==> config.mk <==
export PLATFORM = sky130hd
export DESIGN_NAME = csg_core
export DESIGN_NICKNAME = d
export VERILOG_FILES = /design/src/csg_pkg.sv /design/src/csg_core.sv
export SDC_FILE = /design/constraint.sdc
export NUM_CORES = 1
export LEC_CHECK = 0
export BUFFER_PORTS_ARGS = -buffer_cell sky130_fd_sc_hd__buf_2
export CORE_MARGIN = 5
export CORE_UTILIZATION = 41
export DETAILED_ROUTE_END_ITERATION = 12
export PLACE_DENSITY = 0.7
export SLEW_MARGIN = 25
export SYNTH_ARGS = -nofsm -noshare
export SYNTH_HDL_FRONTEND = slang
export SYNTH_SLANG_ARGS = --single-unit
==> constraint.sdc <==
create_clock -name pclk -period 3.75 [get_ports pclk]
set_input_delay 0.1875 -clock pclk [delete_from_list [all_inputs] [get_ports pclk]]
set_output_delay 0.1875 -clock pclk [all_outputs]
set_load 0.02 [all_outputs]
==> src/csg_pkg.sv <==
/*
 * Package for the CPU status word and stack guard block.
 * Holds register offsets, field positions, reset values, bounds and the
 * packed structs that carry ALU results and stack accesses.
 * Assumes nothing of its surroundings.
 */
package csg_pkg;

  // ****************************************************************
  // Register map (byte addresses on APB)
  // ****************************************************************
  localparam logic [7:0] OFS_STATUS   = 8'h00;
  localparam logic [7:0] OFS_SPTR     = 8'h04;
  localparam logic [7:0] OFS_SLIMIT   = 8'h08;
  localparam logic [7:0] OFS_CORECTL  = 8'h0c;
  localparam logic [7:0] OFS_INTCTL1  = 8'h10;
  localparam logic [7:0] OFS_PROTECT  = 8'h14;
  localparam logic [7:0] OFS_TRAPSTAT = 8'h18;

  // ****************************************************************
  // Status word and control register fields, reset values and bounds
  // ****************************************************************
  localparam int STS_C    = 0;
  localparam int STS_Z    = 1;
  localparam int STS_OV   = 2;
  localparam int STS_N    = 3;
  localparam int STS_RA   = 4;
  localparam int STS_IPL  = 5;
  localparam int STS_DC   = 8;
  localparam int CORE_IPL3_POS  = 3;
  localparam int INT1_NEST_POS  = 15;
  localparam int PROT_BOOT_POS  = 0;
  localparam int PROT_SEC_POS   = 1;
  localparam int TRAP_OVER_POS  = 0;
  localparam int TRAP_UNDER_POS = 1;

  localparam logic [15:0] STATUS_RST  = 16'h0000;
  localparam logic [15:0] SPTR_RST    = 16'h0800;
  localparam logic [15:0] STACK_FLOOR = 16'h0800;

  // ****************************************************************
  // Carriers
  // ****************************************************************
  typedef struct packed {
    logic        valid;    // Flag-affecting operation completes.
    logic        is_byte;  // Byte operand when high, word when low.
    logic [15:0] result;
    logic        c_msb;    // Carry out of the operand's top bit.
    logic        c_into;   // Carry into the operand's top bit.
    logic        c_half;   // Carry out of bit 4 (byte) or bit 8 (word).
  } csg_alu_t;

  typedef enum logic [3:0] {
    SK_IDLE = 4'b0001,
    SK_PUSH = 4'b0010,
    SK_POP  = 4'b0100,
    SK_EA   = 4'b1000
  } csg_sk_t;

  typedef struct packed {
    csg_sk_t     kind;
    logic [15:0] ea;       // Effective address for SK_EA.
    logic [15:0] wdata;    // Word to push.
    logic        pc_call;  // Word is upper PC word of a call.
    logic        pc_exc;   // Word is upper PC word of an exception.
  } csg_stk_t;

endpackage : csg_pkg

==> src/csg_core.sv <==
/*
 * CPU status word and software stack guard: flags, priority level,
 * stack pointer, stack limit checks and protected RAM gating.
 * Assumes one clock pclk, asynchronous active-low presetn, an APB master
 * and the core's execution unit on the plain ports.
 */
// Implementation choices: the APB slave port and the placing of the registers.
// Behaviour
// Status bits 15..9 read zero
// Half carry from bit 4 or 8
// Bits 7..5 hold priority level
// Extension bit forms levels 8..15
// Nesting disable makes level read-only
// Bit 4 mirrors repeat loop, read-only
// Negative flag follows result sign
// Overflow flag marks signed wrap
// Zero flag clears on non-zero, sticky; the code also sets it on a zero result
// Carry flag from top bit carry
// Stack pointer points to free word, grows up
// Push post-increments, pop pre-decrements
// Call push zero-extends PC upper byte
// Exception push puts status low byte above
// Stack limit not reset
// Stack limit bit 0 forced zero
// Stack pointer addresses checked against limit
// Push at limit ok, next traps
// Address below 0x0800 traps underflow
// No indirect stack read right after limit write
// Boot RAM only from boot code
// Secure RAM only from secure code
// Overflow is carry-in xor carry-out
// Stack error is one pending trap
`timescale 1ns/1ps
module csg_core #(
  parameter logic [15:0] BOOT_RAM_LO = 16'h0800,
  parameter logic [15:0] BOOT_RAM_HI = 16'h0fff,
  parameter logic [15:0] SEC_RAM_LO  = 16'h1000,
  parameter logic [15:0] SEC_RAM_HI  = 16'h17ff
) (
  input  wire logic              pclk,
  input  wire logic              presetn,
  input  wire logic              psel,
  input  wire logic              penable,
  input  wire logic              pwrite,
  input  wire logic [7:0]        paddr,
  input  wire logic [31:0]       pwdata,
  output logic      [31:0]       prdata,
  output logic                   pready,
  output logic                   pslverr,
  input  wire csg_pkg::csg_alu_t alu,
  input  wire logic              repeat_busy,
  input  wire csg_pkg::csg_stk_t stk,
  input  wire logic [7:0]        pc_upper,
  input  wire logic              ram_req,
  input  wire logic [15:0]       ram_addr,
  input  wire logic              code_in_boot,
  input  wire logic              code_in_secure,
  input  wire logic              trap_ack,
  output logic                   stack_trap,
  output logic                   ram_deny,
  output logic                   push_valid,
  output logic      [15:0]       push_addr,
  output logic      [15:0]       push_data,
  output logic      [15:0]       pop_addr,
  output logic                   pop_valid,
  output logic      [3:0]        cpu_level,
  output logic                   user_irq_off
);

  // ****************************************************************
  // State
  // ****************************************************************
  logic [8:0]  flags_ff;        // DC, IPL, -, N, OV, Z, C (bit 4 unused).
  logic [15:0] sp_ff;
  logic [15:0] limit_ff;
  logic [15:0] corectl_ff;
  logic [15:0] intctl1_ff;
  logic [1:0]  prot_ff;
  logic [1:0]  trapst_ff;
  logic [8:0]  nxt_flags;
  logic [15:0] nxt_sp;

  // ****************************************************************
  // APB decode
  // ****************************************************************
  // Writes land only at the completing edge, so a write-one-to-clear
  // acts once and cannot wipe an event set in the completing cycle itself.
  wire wr_en  = psel & penable & pwrite & pready;
  wire hit_st = (paddr == csg_pkg::OFS_STATUS);
  wire hit_sp = (paddr == csg_pkg::OFS_SPTR);
  wire hit_lm = (paddr == csg_pkg::OFS_SLIMIT);
  wire hit_cc = (paddr == csg_pkg::OFS_CORECTL);
  wire hit_i1 = (paddr == csg_pkg::OFS_INTCTL1);
  wire hit_pr = (paddr == csg_pkg::OFS_PROTECT);
  wire hit_ts = (paddr == csg_pkg::OFS_TRAPSTAT);
  wire mapped = hit_st | hit_sp | hit_lm | hit_cc | hit_i1 | hit_pr
              | hit_ts;
  wire nest_dis = intctl1_ff[csg_pkg::INT1_NEST_POS];
  wire ipl3     = corectl_ff[csg_pkg::CORE_IPL3_POS];

  // Upper bits read zero.
  // Loop flag is the live input.
  wire [15:0] status_rd = {7'h00, flags_ff[8:5], repeat_busy,
                           flags_ff[3:0]};
  wire [15:0] rd_mux =
      hit_st ? status_rd  : hit_sp ? sp_ff : hit_lm ? limit_ff :
      hit_cc ? corectl_ff : hit_i1 ? intctl1_ff :
      hit_pr ? {14'h0000, prot_ff} :
      hit_ts ? {14'h0000, trapst_ff} : 16'h0000;

  // ****************************************************************
  // Flag update from the ALU
  // ****************************************************************
  wire msb_r   = alu.is_byte ? alu.result[7] : alu.result[15];
  wire zero_r  = alu.is_byte ? (alu.result[7:0] == 8'h00)
                             : (alu.result == 16'h0000);

  // Software writes act first, the ALU result of the same cycle wins.
  always_comb begin
    nxt_flags = flags_ff;
    if (wr_en && hit_st) begin
      nxt_flags[8] = pwdata[csg_pkg::STS_DC];
      nxt_flags[3:0] = pwdata[3:0];
      // Level locked while nesting off.
      if (!nest_dis) begin
        nxt_flags[7:5] = pwdata[7:5];
      end
    end
    if (alu.valid) begin
      // Half carry.
      nxt_flags[8] = alu.c_half;
      // Negative from sign.
      nxt_flags[csg_pkg::STS_N] = msb_r;
      // Overflow as carry xor.
      nxt_flags[csg_pkg::STS_OV] = alu.c_into ^ alu.c_msb;
      // Zero clears on non-zero, sets on zero.
      if (!zero_r) begin
        nxt_flags[csg_pkg::STS_Z] = 1'b0;
      end else begin
        nxt_flags[csg_pkg::STS_Z] = 1'b1;
      end
      // Carry out of top bit.
      nxt_flags[csg_pkg::STS_C] = alu.c_msb;
    end
    nxt_flags[4] = 1'b0;
  end

  // ****************************************************************
  // Stack pointer and guard
  // ****************************************************************
  wire is_push = (stk.kind == csg_pkg::SK_PUSH);
  wire is_pop  = (stk.kind == csg_pkg::SK_POP);
  wire is_ea   = (stk.kind == csg_pkg::SK_EA);
  wire [15:0] pop_ea = sp_ff - 16'h0002;
  // Checked address for each kind.
  wire [15:0] chk_ea = is_push ? sp_ff : is_pop ? pop_ea : stk.ea;
  wire        chk_on = is_push | is_pop | is_ea;
  // Equal to limit is allowed.
  wire over  = chk_on && (chk_ea > limit_ff);
  // Below floor is underflow.
  wire under = chk_on && (chk_ea < csg_pkg::STACK_FLOOR);
  // Upper PC word content.
  wire [15:0] push_word =
      stk.pc_exc  ? {status_rd[7:0], pc_upper} :
      stk.pc_call ? {8'h00, pc_upper} : stk.wdata;

  // Push post-increment, pop pre-decrement.
  always_comb begin
    nxt_sp = sp_ff;
    if (wr_en && hit_sp) begin
      nxt_sp = {pwdata[15:1], 1'b0};
    end
    if (is_push) begin
      nxt_sp = sp_ff + 16'h0002;
    end else if (is_pop) begin
      nxt_sp = pop_ea;
    end
  end

  // ****************************************************************
  // RAM protection
  // ****************************************************************
  // Boot segment gate.
  wire boot_bad = prot_ff[csg_pkg::PROT_BOOT_POS] && !code_in_boot &&
                  ram_addr >= BOOT_RAM_LO && ram_addr <= BOOT_RAM_HI;
  // Secure segment gate.
  wire sec_bad  = prot_ff[csg_pkg::PROT_SEC_POS] && !code_in_secure &&
                  ram_addr >= SEC_RAM_LO && ram_addr <= SEC_RAM_HI;

  // ****************************************************************
  // Registers
  // ****************************************************************
  // Control and status flops with reset.
  always_ff @(posedge pclk or negedge presetn) begin
    if (!presetn) begin
      flags_ff   <= 9'h000;
      sp_ff      <= csg_pkg::SPTR_RST;
      corectl_ff <= 16'h0000;
      intctl1_ff <= 16'h0000;
      prot_ff    <= 2'h0;
    end else begin
      flags_ff <= nxt_flags;
      sp_ff    <= nxt_sp;
      if (wr_en && hit_cc) begin
        corectl_ff <= pwdata[15:0];
      end
      if (wr_en && hit_i1) begin
        intctl1_ff <= pwdata[15:0];
      end
      if (wr_en && hit_pr) begin
        prot_ff <= pwdata[1:0];
      end
    end
  end

  // Limit has no reset; bit 0 is always zero.
  always_ff @(posedge pclk) begin
    if (wr_en && hit_lm) begin
      limit_ff <= {pwdata[15:1], 1'b0};
    end
  end

  // One pending trap; set wins over acknowledge.
  always_ff @(posedge pclk or negedge presetn) begin
    if (!presetn) begin
      stack_trap <= 1'b0;
      trapst_ff  <= 2'h0;
    end else begin
      if (over | under) begin
        stack_trap <= 1'b1;
      end else if (trap_ack) begin
        stack_trap <= 1'b0;
      end
      trapst_ff <= (trapst_ff & ~((wr_en && hit_ts) ? pwdata[1:0] : 2'h0))
                 | {under, over};
    end
  end

  // Registered outputs toward the core and the APB master.
  always_ff @(posedge pclk or negedge presetn) begin
    if (!presetn) begin
      prdata       <= 32'h0000_0000;
      pready       <= 1'b0;
      pslverr      <= 1'b0;
      ram_deny     <= 1'b0;
      push_valid   <= 1'b0;
      push_addr    <= 16'h0000;
      push_data    <= 16'h0000;
      pop_valid    <= 1'b0;
      pop_addr     <= 16'h0000;
      cpu_level    <= 4'h0;
      user_irq_off <= 1'b0;
    end else begin
      // One wait state: pready rises in the second access cycle.
      pready  <= psel & penable & ~pready;
      pslverr <= psel & penable & ~pready & ~mapped;
      prdata  <= {16'h0000, rd_mux};
      ram_deny <= ram_req & (boot_bad | sec_bad);
      // The access completes even when it traps.
      push_valid <= is_push;
      push_addr  <= sp_ff;
      push_data  <= push_word;
      pop_valid  <= is_pop;
      pop_addr   <= pop_ea;
      // Effective level.
      cpu_level    <= {ipl3, nxt_flags[7:5]};
      user_irq_off <= ipl3 | (nxt_flags[7:5] == 3'h7);
    end
  end
endmodule : csg_core

==> impl_metrics.py, run 1 <==
metrics = {
    "critical_path": {
        "reg2reg_from": "sp_ff[3]$_DFFE_PN0P_",
        "worst_ep_required_time_ns": 4.04,
        "crit_type": "reg2reg",
        "endpoint_kind": "register",
        "cpPeakStageDelay_ns": 0.65,
        "start_kind": "register",
        "crit_chain": "or4b_1 -> nor2_1 -> xor2_1 -> and2_1 -> a221o_1 -> ha_1 -> and3_1 -> a221oi_1 -> a21oi_1 -> o21ai_1 -> o211ai_2",
        "crit_path_start": "sp_ff[3]$_DFFE_PN0P_",
        "worstPathMaxFanout": 17,
        "crit_arrival_ns": 3.64,
        "r2r_setup_slack_ns": 0.39,
        "cp_slowest_cell": "or4b_1",
        "reg2reg_depth": 11,
    },
    "clock_tree": {
        "clk_latency_ns": 0.42,
        "ctsHoldBuffers": 30,
        "ctsResizeCount": 0,
        "cts_tree": "yes",
        "path_clk_slew_ns": 0.06,
        "cts.sink_count": 144,
        "htreeDepth": 4,
        "cts_buffers": 17,
        "cts-root-buf": "clkbuf_16",
        "postCtsSetupBuffers": 0,
        "clockBufferDepth": 2,
    },
    "synth": {
        "synthTopCellsByArea": "dfrtp_1, edfxtp_1, mux2_2, a22oi_1, ha_1",
        "synth_cells": 673,
        "synth_top_area_share": 0.447,
        "synthDistinctLibCells": 66,
        "postSynthAreaPerCell_um2": 10.7,
        "synth_area_leader_cell": "dfrtp_1",
        "ys.flop_type": "dfrtp_1",
        "async_flop_share": 0.896,
        "netlist_area_um2": 7170,
        "synth-edff-count": 15,
        "yosys_warnings": 0,
        "synth_seq_area_share": 0.513,
        "ys_ff_latch": 144,
    },
    "die": {
        "die_x_um": 142,
        "initial_core_util": 0.416,
        "num_rows": 48,
        "ios": 224,
        "core_area_um2": 17200,
        "dieArea_um2": 20200,
        "die_height_um": 142,
    },
    "power": {
        "p_leak_nw": 4.37,
        "ir_worst_vdd_uv": 351,
        "power_density_nw_per_um2": 486,
    },
    "routing": {
        "via_per_inst": 5.50,
        "wl_um": 21100,
        "antenna_left": 0,
        "avgRoutedWirePerCell_um": 19.1,
        "drt_iter0_drc": 388,
        "via_count": 6084,
        "drc": 0,
        "firstDrtPassIters": 4,
    },
    "cells_and_area": {
        "final_area_um2": 9070,
        "drive_gt1_frac": 0.306,
        "finalNonFillerCells": 1106,
        "fin_nets": 1018,
        "syn_to_final_growth_pct": 26.6,
        "final_cell_mix": "buf_2, dfrtp_1, nand2_1, nor2_1, a22oi_1",
        "num_antenna_cells": 0,
        "n_fill_cell": 1563,
        "mostFrequentLayoutCell": "buf_2",
    },
    "run": {
        "cap_violations": 0,
    },
    "place": {
        "dp_hpwl_um": 15000,
        "place_inst": 1044,
        "postPlaceCellArea_um2": 8160,
        "numPortBuffers": 178,
        "routabilityCongestion": 0.981,
    },
    "worst_hold_path": {
        "hold_depth": 1,
        "hold_class": "in2reg",
        "worstHoldStart": "pwdata[11]",
    },
    "global_routing": {
        "track_usage": 0.213,
        "grt_pass1_vias": 6170,
        "antenna_found_initial": 0,
        "grt_max_degree": 84,
        "grt-ovfl-total": 0,
        "grt_pass1_wl_um": 33400,
    },
    "timing": {
        "timing.fmax_mhz": 298,
        "rsz0062_at_grt": "no",
        "fin_crit_sh": 0.895,
        "fin_worst_skew_ns": 0.00783,
        "worst_pin_slew_ns": 0.960,
        "slew_headroom": 0.360,
        "finalSetupViolations": 0,
        "period_needed_ns": 3.36,
        "setup_tns_ns": 0,
        "timing_hold_violations_final": 0,
        "drv_slew": 0,
    },
    "run_status": {
        "status": "finished, final reports clean",
    },
}
-- area by class of cell --
type,instances,area [um^2],area share
clock buffer,20,457,0.0503
clock inverter,12,154,0.0170
inverter,31,116,0.0128
multi-input combinational,450,3070,0.338
sequential,144,3680,0.405
tap,225,282,0.0310
timing repair buffer,224,1320,0.145
-- cells in the mapped netlist (4+ instances only) --
library cell,number
mux2_1,16
nor2_1,43
buf_2,17
o21ai_0,31
a22o_1,10
xnor2_1,8
nor2b_1,4
nand3_1,13
buf_4,26
a211oi_1,5
mux2_2,30
xor2_1,7
a31oi_1,10
clkbuf_1,21
a22oi_1,35
nand4_1,10
nand2_1,47
mux2i_1,5
and3_1,6
a221o_1,5
dfrtp_1,128
or3_1,4
o22ai_1,5
edfxtp_1,15
nor4_1,8
nor3_1,11
inv_1,30
a21oi_1,30
ha_1,17
o21ai_1,13
o211ai_1,5
-- metrics by stage --
step | utilization | worst slack (ns) | hold WS, ns | total power, W
2_1_floorplan | - | 0.526 | -0.108 | 0.00233
3_3_place_gp | 0.474 | 0.518 | 0.290 | 0.00264
3_5_place_dp | 0.474 | 0.486 | 0.302 | 0.00265
4_1_cts | 0.526 | 0.471 | 0.00251 | 0.00445
5_1_grt | 0.526 | 0.280 | 0.00968 | 0.00461
6_report | 0.526 | 0.392 | 0.0189 | 0.00441
-- where the power goes --
| part | internal [W] | switching (W) | total, W |
|---|---|---|---|
| clock | 0.00109 | 0.000669 | 0.00176 |
| combinational | 0.000304 | 0.000523 | 0.000827 |
| sequential | 0.00172 | 0.000111 | 0.00183 |
-- kinds of logic (layout without fill, tap and decap cells) --
| group | Yosys count | after routing | synth area share |
|---|---|---|---|
| AOI/OAI and AO/OA | 175 | 175 | 0.162 |
| buffers and inverters | 96 | 287 | 0.0679 |
| adders and majority gates | 17 | 17 | 0.0297 |
| other | 1 | 18 | 0.000523 |
| DFF | 144 | 144 | 0.513 |
| muxes | 51 | 51 | 0.0792 |
| xor gates and xnor gates | 15 | 15 | 0.0183 |
| and+or+nand+nor | 174 | 174 | 0.129 |
-- layer usage --
layer | vias up | part of all wire | global-route usage
li1 | 2811 | - | -
met1 | 2946 | 0.41 | 0.281
met2 | 278 | 0.48 | 0.342
met3 | 49 | 0.074 | 0.0433
met4 | 0 | 0.032 | 0.0889
met5 | - | 0 | 0
-- path summary, 6_finish.rpt --
| path | to |
|---|---|
| worst max-delay path | stack_trap$_DFFE_PN0P_ |
| worst min-delay path | limit_ff[11]$_DFFE_PP_ |
| worst max register to register | stack_trap$_DFFE_PN0P_ |
| worst min register to register | cpu_level[3]$_DFF_PN0_ |
| max in group asynchronous | push_data[15]$_DFF_PN0_ |
| min in group asynchronous | pop_addr[14]$_DFF_PN0_ |
-- critical path: cells and delay by family, from the launching register on --
| kind | cells | cell delay (ns) |
|---|---|---|
| AOI/OAI and AO/OA | 5 | 1.07 |
| xor gates and xnor gates | 1 | 0.09 |
| adders and majority gates | 1 | 0.29 |
| DFF | 1 | 0.56 |
| and+or+nand+nor | 4 | 1.20 |
-- registers in the layout, summed over array words and instances, names as in the netlist --
name and count:
corectl_ff 16, intctl1_ff 16, prdata 16, push_data 16
limit_ff 15, pop_addr 15, push_addr 15, sp_ff 15
flags_ff 5, cpu_level 4, prot_ff 2, trapst_ff 2
pop_valid 1, pready 1, pslverr 1, push_valid 1
ram_deny 1, stack_trap 1, user_irq_off 1
Power figures use the tool's default switching activity.
==> inputs of run 2 (changes only) <==
CORE_UTILIZATION = 40   (was 41)
PLACE_DENSITY = 0.69   (was 0.7)
==> run 2 against run 1 <==
  * Flip-flop and latch count unchanged
  * Critical path depth grew 2
  * Die area grew 2.3%
  * Critical endpoint unchanged
  * Critical path type unchanged
  * Count of clock-buffer cells in the layout is 1 lower
  * Hold slack improved by 0.0032 ns
  * Sequential share of layout area decreased by 0.27 points
  * Via count shrank 0.16%
  * Register-to-register slack improved by 0.06 ns
  * Final cell count up 0.90%
==> impl_metrics.py, run 2 (synthesis results as in run 1) <==
metrics = {
    "routing": {
        "drt_iter0_drc": 482,
        "antenna_left": 0,
        "via_per_inst": 5.44,
        "firstDrtPassIters": 5,
        "via_count": 6074,
        "drc": 0,
        "wl_um": 21200,
        "avgRoutedWirePerCell_um": 19.0,
    },
    "critical_path": {
        "r2r_setup_slack_ns": 0.45,
        "crit_arrival_ns": 3.59,
        "cp_common_cell": "ha_1",
        "cpPeakStageDelay_ns": 0.50,
        "crit_path_start": "sp_ff[2]$_DFFE_PN0P_",
        "reg2reg_from": "sp_ff[2]$_DFFE_PN0P_",
        "crit_type": "reg2reg",
        "cp_slowest_cell": "or4b_1",
        "crit_family": "compound AO/OA/AOI/OAI gates",
        "worst_ep_required_time_ns": 4.04,
        "start_kind": "register",
        "critical_path_buf_inv_count": 1,
        "worstPathMaxFanout": 4,
        "endpoint_kind": "register",
        "crit_chain": "inv_1 -> ha_1 -> or4b_1 -> nor2_1 -> xor2_1 -> and2_1 -> a221o_1 -> ha_1 -> and3_1 -> a221oi_1 -> a21oi_1 -> o21ai_1 -> o211ai_2",
    },
    "timing": {
        "finalSetupViolations": 0,
        "fin_worst_skew_ns": 0.0111,
        "period_needed_ns": 3.30,
        "setup_tns_ns": 0,
        "worst_pin_slew_ns": 0.941,
        "fin_crit_sh": 0.880,
        "timing_hold_violations_final": 0,
        "drv_slew": 0,
        "timing.fmax_mhz": 303,
        "fin_ws_ns": 0.450,
        "slew_headroom": 0.372,
        "rsz0062_at_grt": "no",
    },
    "power": {
        "p_int_w": 0.00308,
        "combinationalPowerShare": 0.194,
        "p_switching_w": 0.00133,
        "switching_share": 0.302,
        "pwr-share-seq": 0.412,
        "p_leak_nw": 4.39,
        "power_density_nw_per_um2": 483,
        "ir_worst_vdd_uv": 331,
        "pwr-share-clk": 0.394,
    },
    "run_status": {
        "status": "finished, final reports clean",
    },
    "clock_tree": {
        "cts.sink_count": 144,
        "cts_buffers": 17,
        "cts_tree": "yes",
        "clockBufferDepth": 2,
        "clk_latency_ns": 0.43,
        "path_clk_slew_ns": 0.06,
        "htreeDepth": 4,
        "cts-root-buf": "clkbuf_16",
    },
    "global_routing": {
        "grt_pass1_vias": 6075,
        "track_usage": 0.204,
        "grt_max_degree": 89,
        "grt-ovfl-total": 0,
        "antenna_found_initial": 1,
        "grt_pass1_wl_um": 32500,
    },
    "cells_and_area": {
        "num_antenna_cells": 0,
        "mostFrequentLayoutCell": "buf_2",
        "syn_to_final_growth_pct": 27.4,
        "fin_nets": 1024,
        "drive_gt1_frac": 0.309,
        "final_cell_mix": "buf_2, dfrtp_1, nand2_1, nor2_1, a22oi_1",
    },
    "die": {
        "initial_core_util": 0.403,
        "die_height_um": 144,
        "dieArea_um2": 20700,
        "num_rows": 49,
        "die_x_um": 144,
        "core_area_um2": 17800,
        "ios": 224,
    },
    "run": {
        "cap_violations": 0,
    },
    "place": {
        "dp_hpwl_um": 15000,
        "numPortBuffers": 178,
        "preCtsSetupSlack_ns": 0.507,
        "routabilityCongestion": 0.906,
    },
    "worst_hold_path": {
        "hold_class": "in2reg",
        "worstHoldStart": "pwdata[8]",
    },
}
-- run 2: cell types whose count changed in the layout (fill, tap and decap cells not counted), sizes merged --
cell and change:
buf +3, bufinv -1, clkbuf -1, clkinv +1, clkinvlp +2, dlygate4sd3 +3, inv -1
-- run 2: path summary, 6_finish.rpt --
path                            cells past startpoint                 endpoint
worst max-delay path                               13   stack_trap$_DFFE_PN0P_
worst min-delay path                                1    limit_ff[8]$_DFFE_PP_
worst max register to register                     13   stack_trap$_DFFE_PN0P_
worst min register to register                      1    pop_addr[1]$_DFF_PN0_
max in group asynchronous                           3       ram_deny$_DFF_PN0_
min in group asynchronous                           2  push_addr[11]$_DFF_PN0_
-- run 2: routing by layer --
layer  vias to the layer above  routed length [um]  GRT usage
met5                         -                   7          0
met4                         2                 405     0.0634
met3                        27                1550     0.0516
li1                       2817                   -          -
met1                      2976                8690      0.261
met2                       252               10500      0.342
-- run 2: layout make-up --
| cell class | instances | area (um^2) |
|---|---|---|
| Fill cell | 1627 | 8640 |
| Tap cell | 229 | 287 |
| Multi-Input combinational cell | 450 | 3070 |
| Timing Repair Buffer | 230 | 1370 |
| Clock inverter | 13 | 149 |
| Clock buffer | 19 | 464 |
| Inverter | 31 | 116 |
| Sequential cell | 144 | 3680 |
-- run 2: power by group through the flow --
stage	combinational, W	sequential, W	clock (W)
3_3_place_gp	0.000814	0.00185	0
2_1_floorplan	0.000391	0.00194	0
5_1_grt	0.000929	0.00184	0.00184
6_report	0.000855	0.00182	0.00174
3_5_place_dp	0.000820	0.00185	0
4_1_cts	0.000852	0.00182	0.00177
-- run 2: through the flow --
stage / util / total power [W] / hold WS (ns) / std cells / area [um^2]
floorplan: - / 0.00233 / -0.108 / 690 / 7230
global route: 0.514 / 0.00460 / 0.00688 / 1116 / 9140
CTS: 0.513 / 0.00444 / 0.00145 / 1115 / 9130
global placement: 0.461 / 0.00266 / 0.303 / 1051 / 8190
detailed placement: 0.461 / 0.00267 / 0.314 / 1051 / 8190
finish: 0.514 / 0.00441 / 0.0222 / 1116 / 9140
-- run 2: timing repair --
action                    4_1_cts  5_1_grt
gates resized for setup         0        0
setup buffers                   0        0
hold endpoints to repair      107        1
hold buffers                   32        1
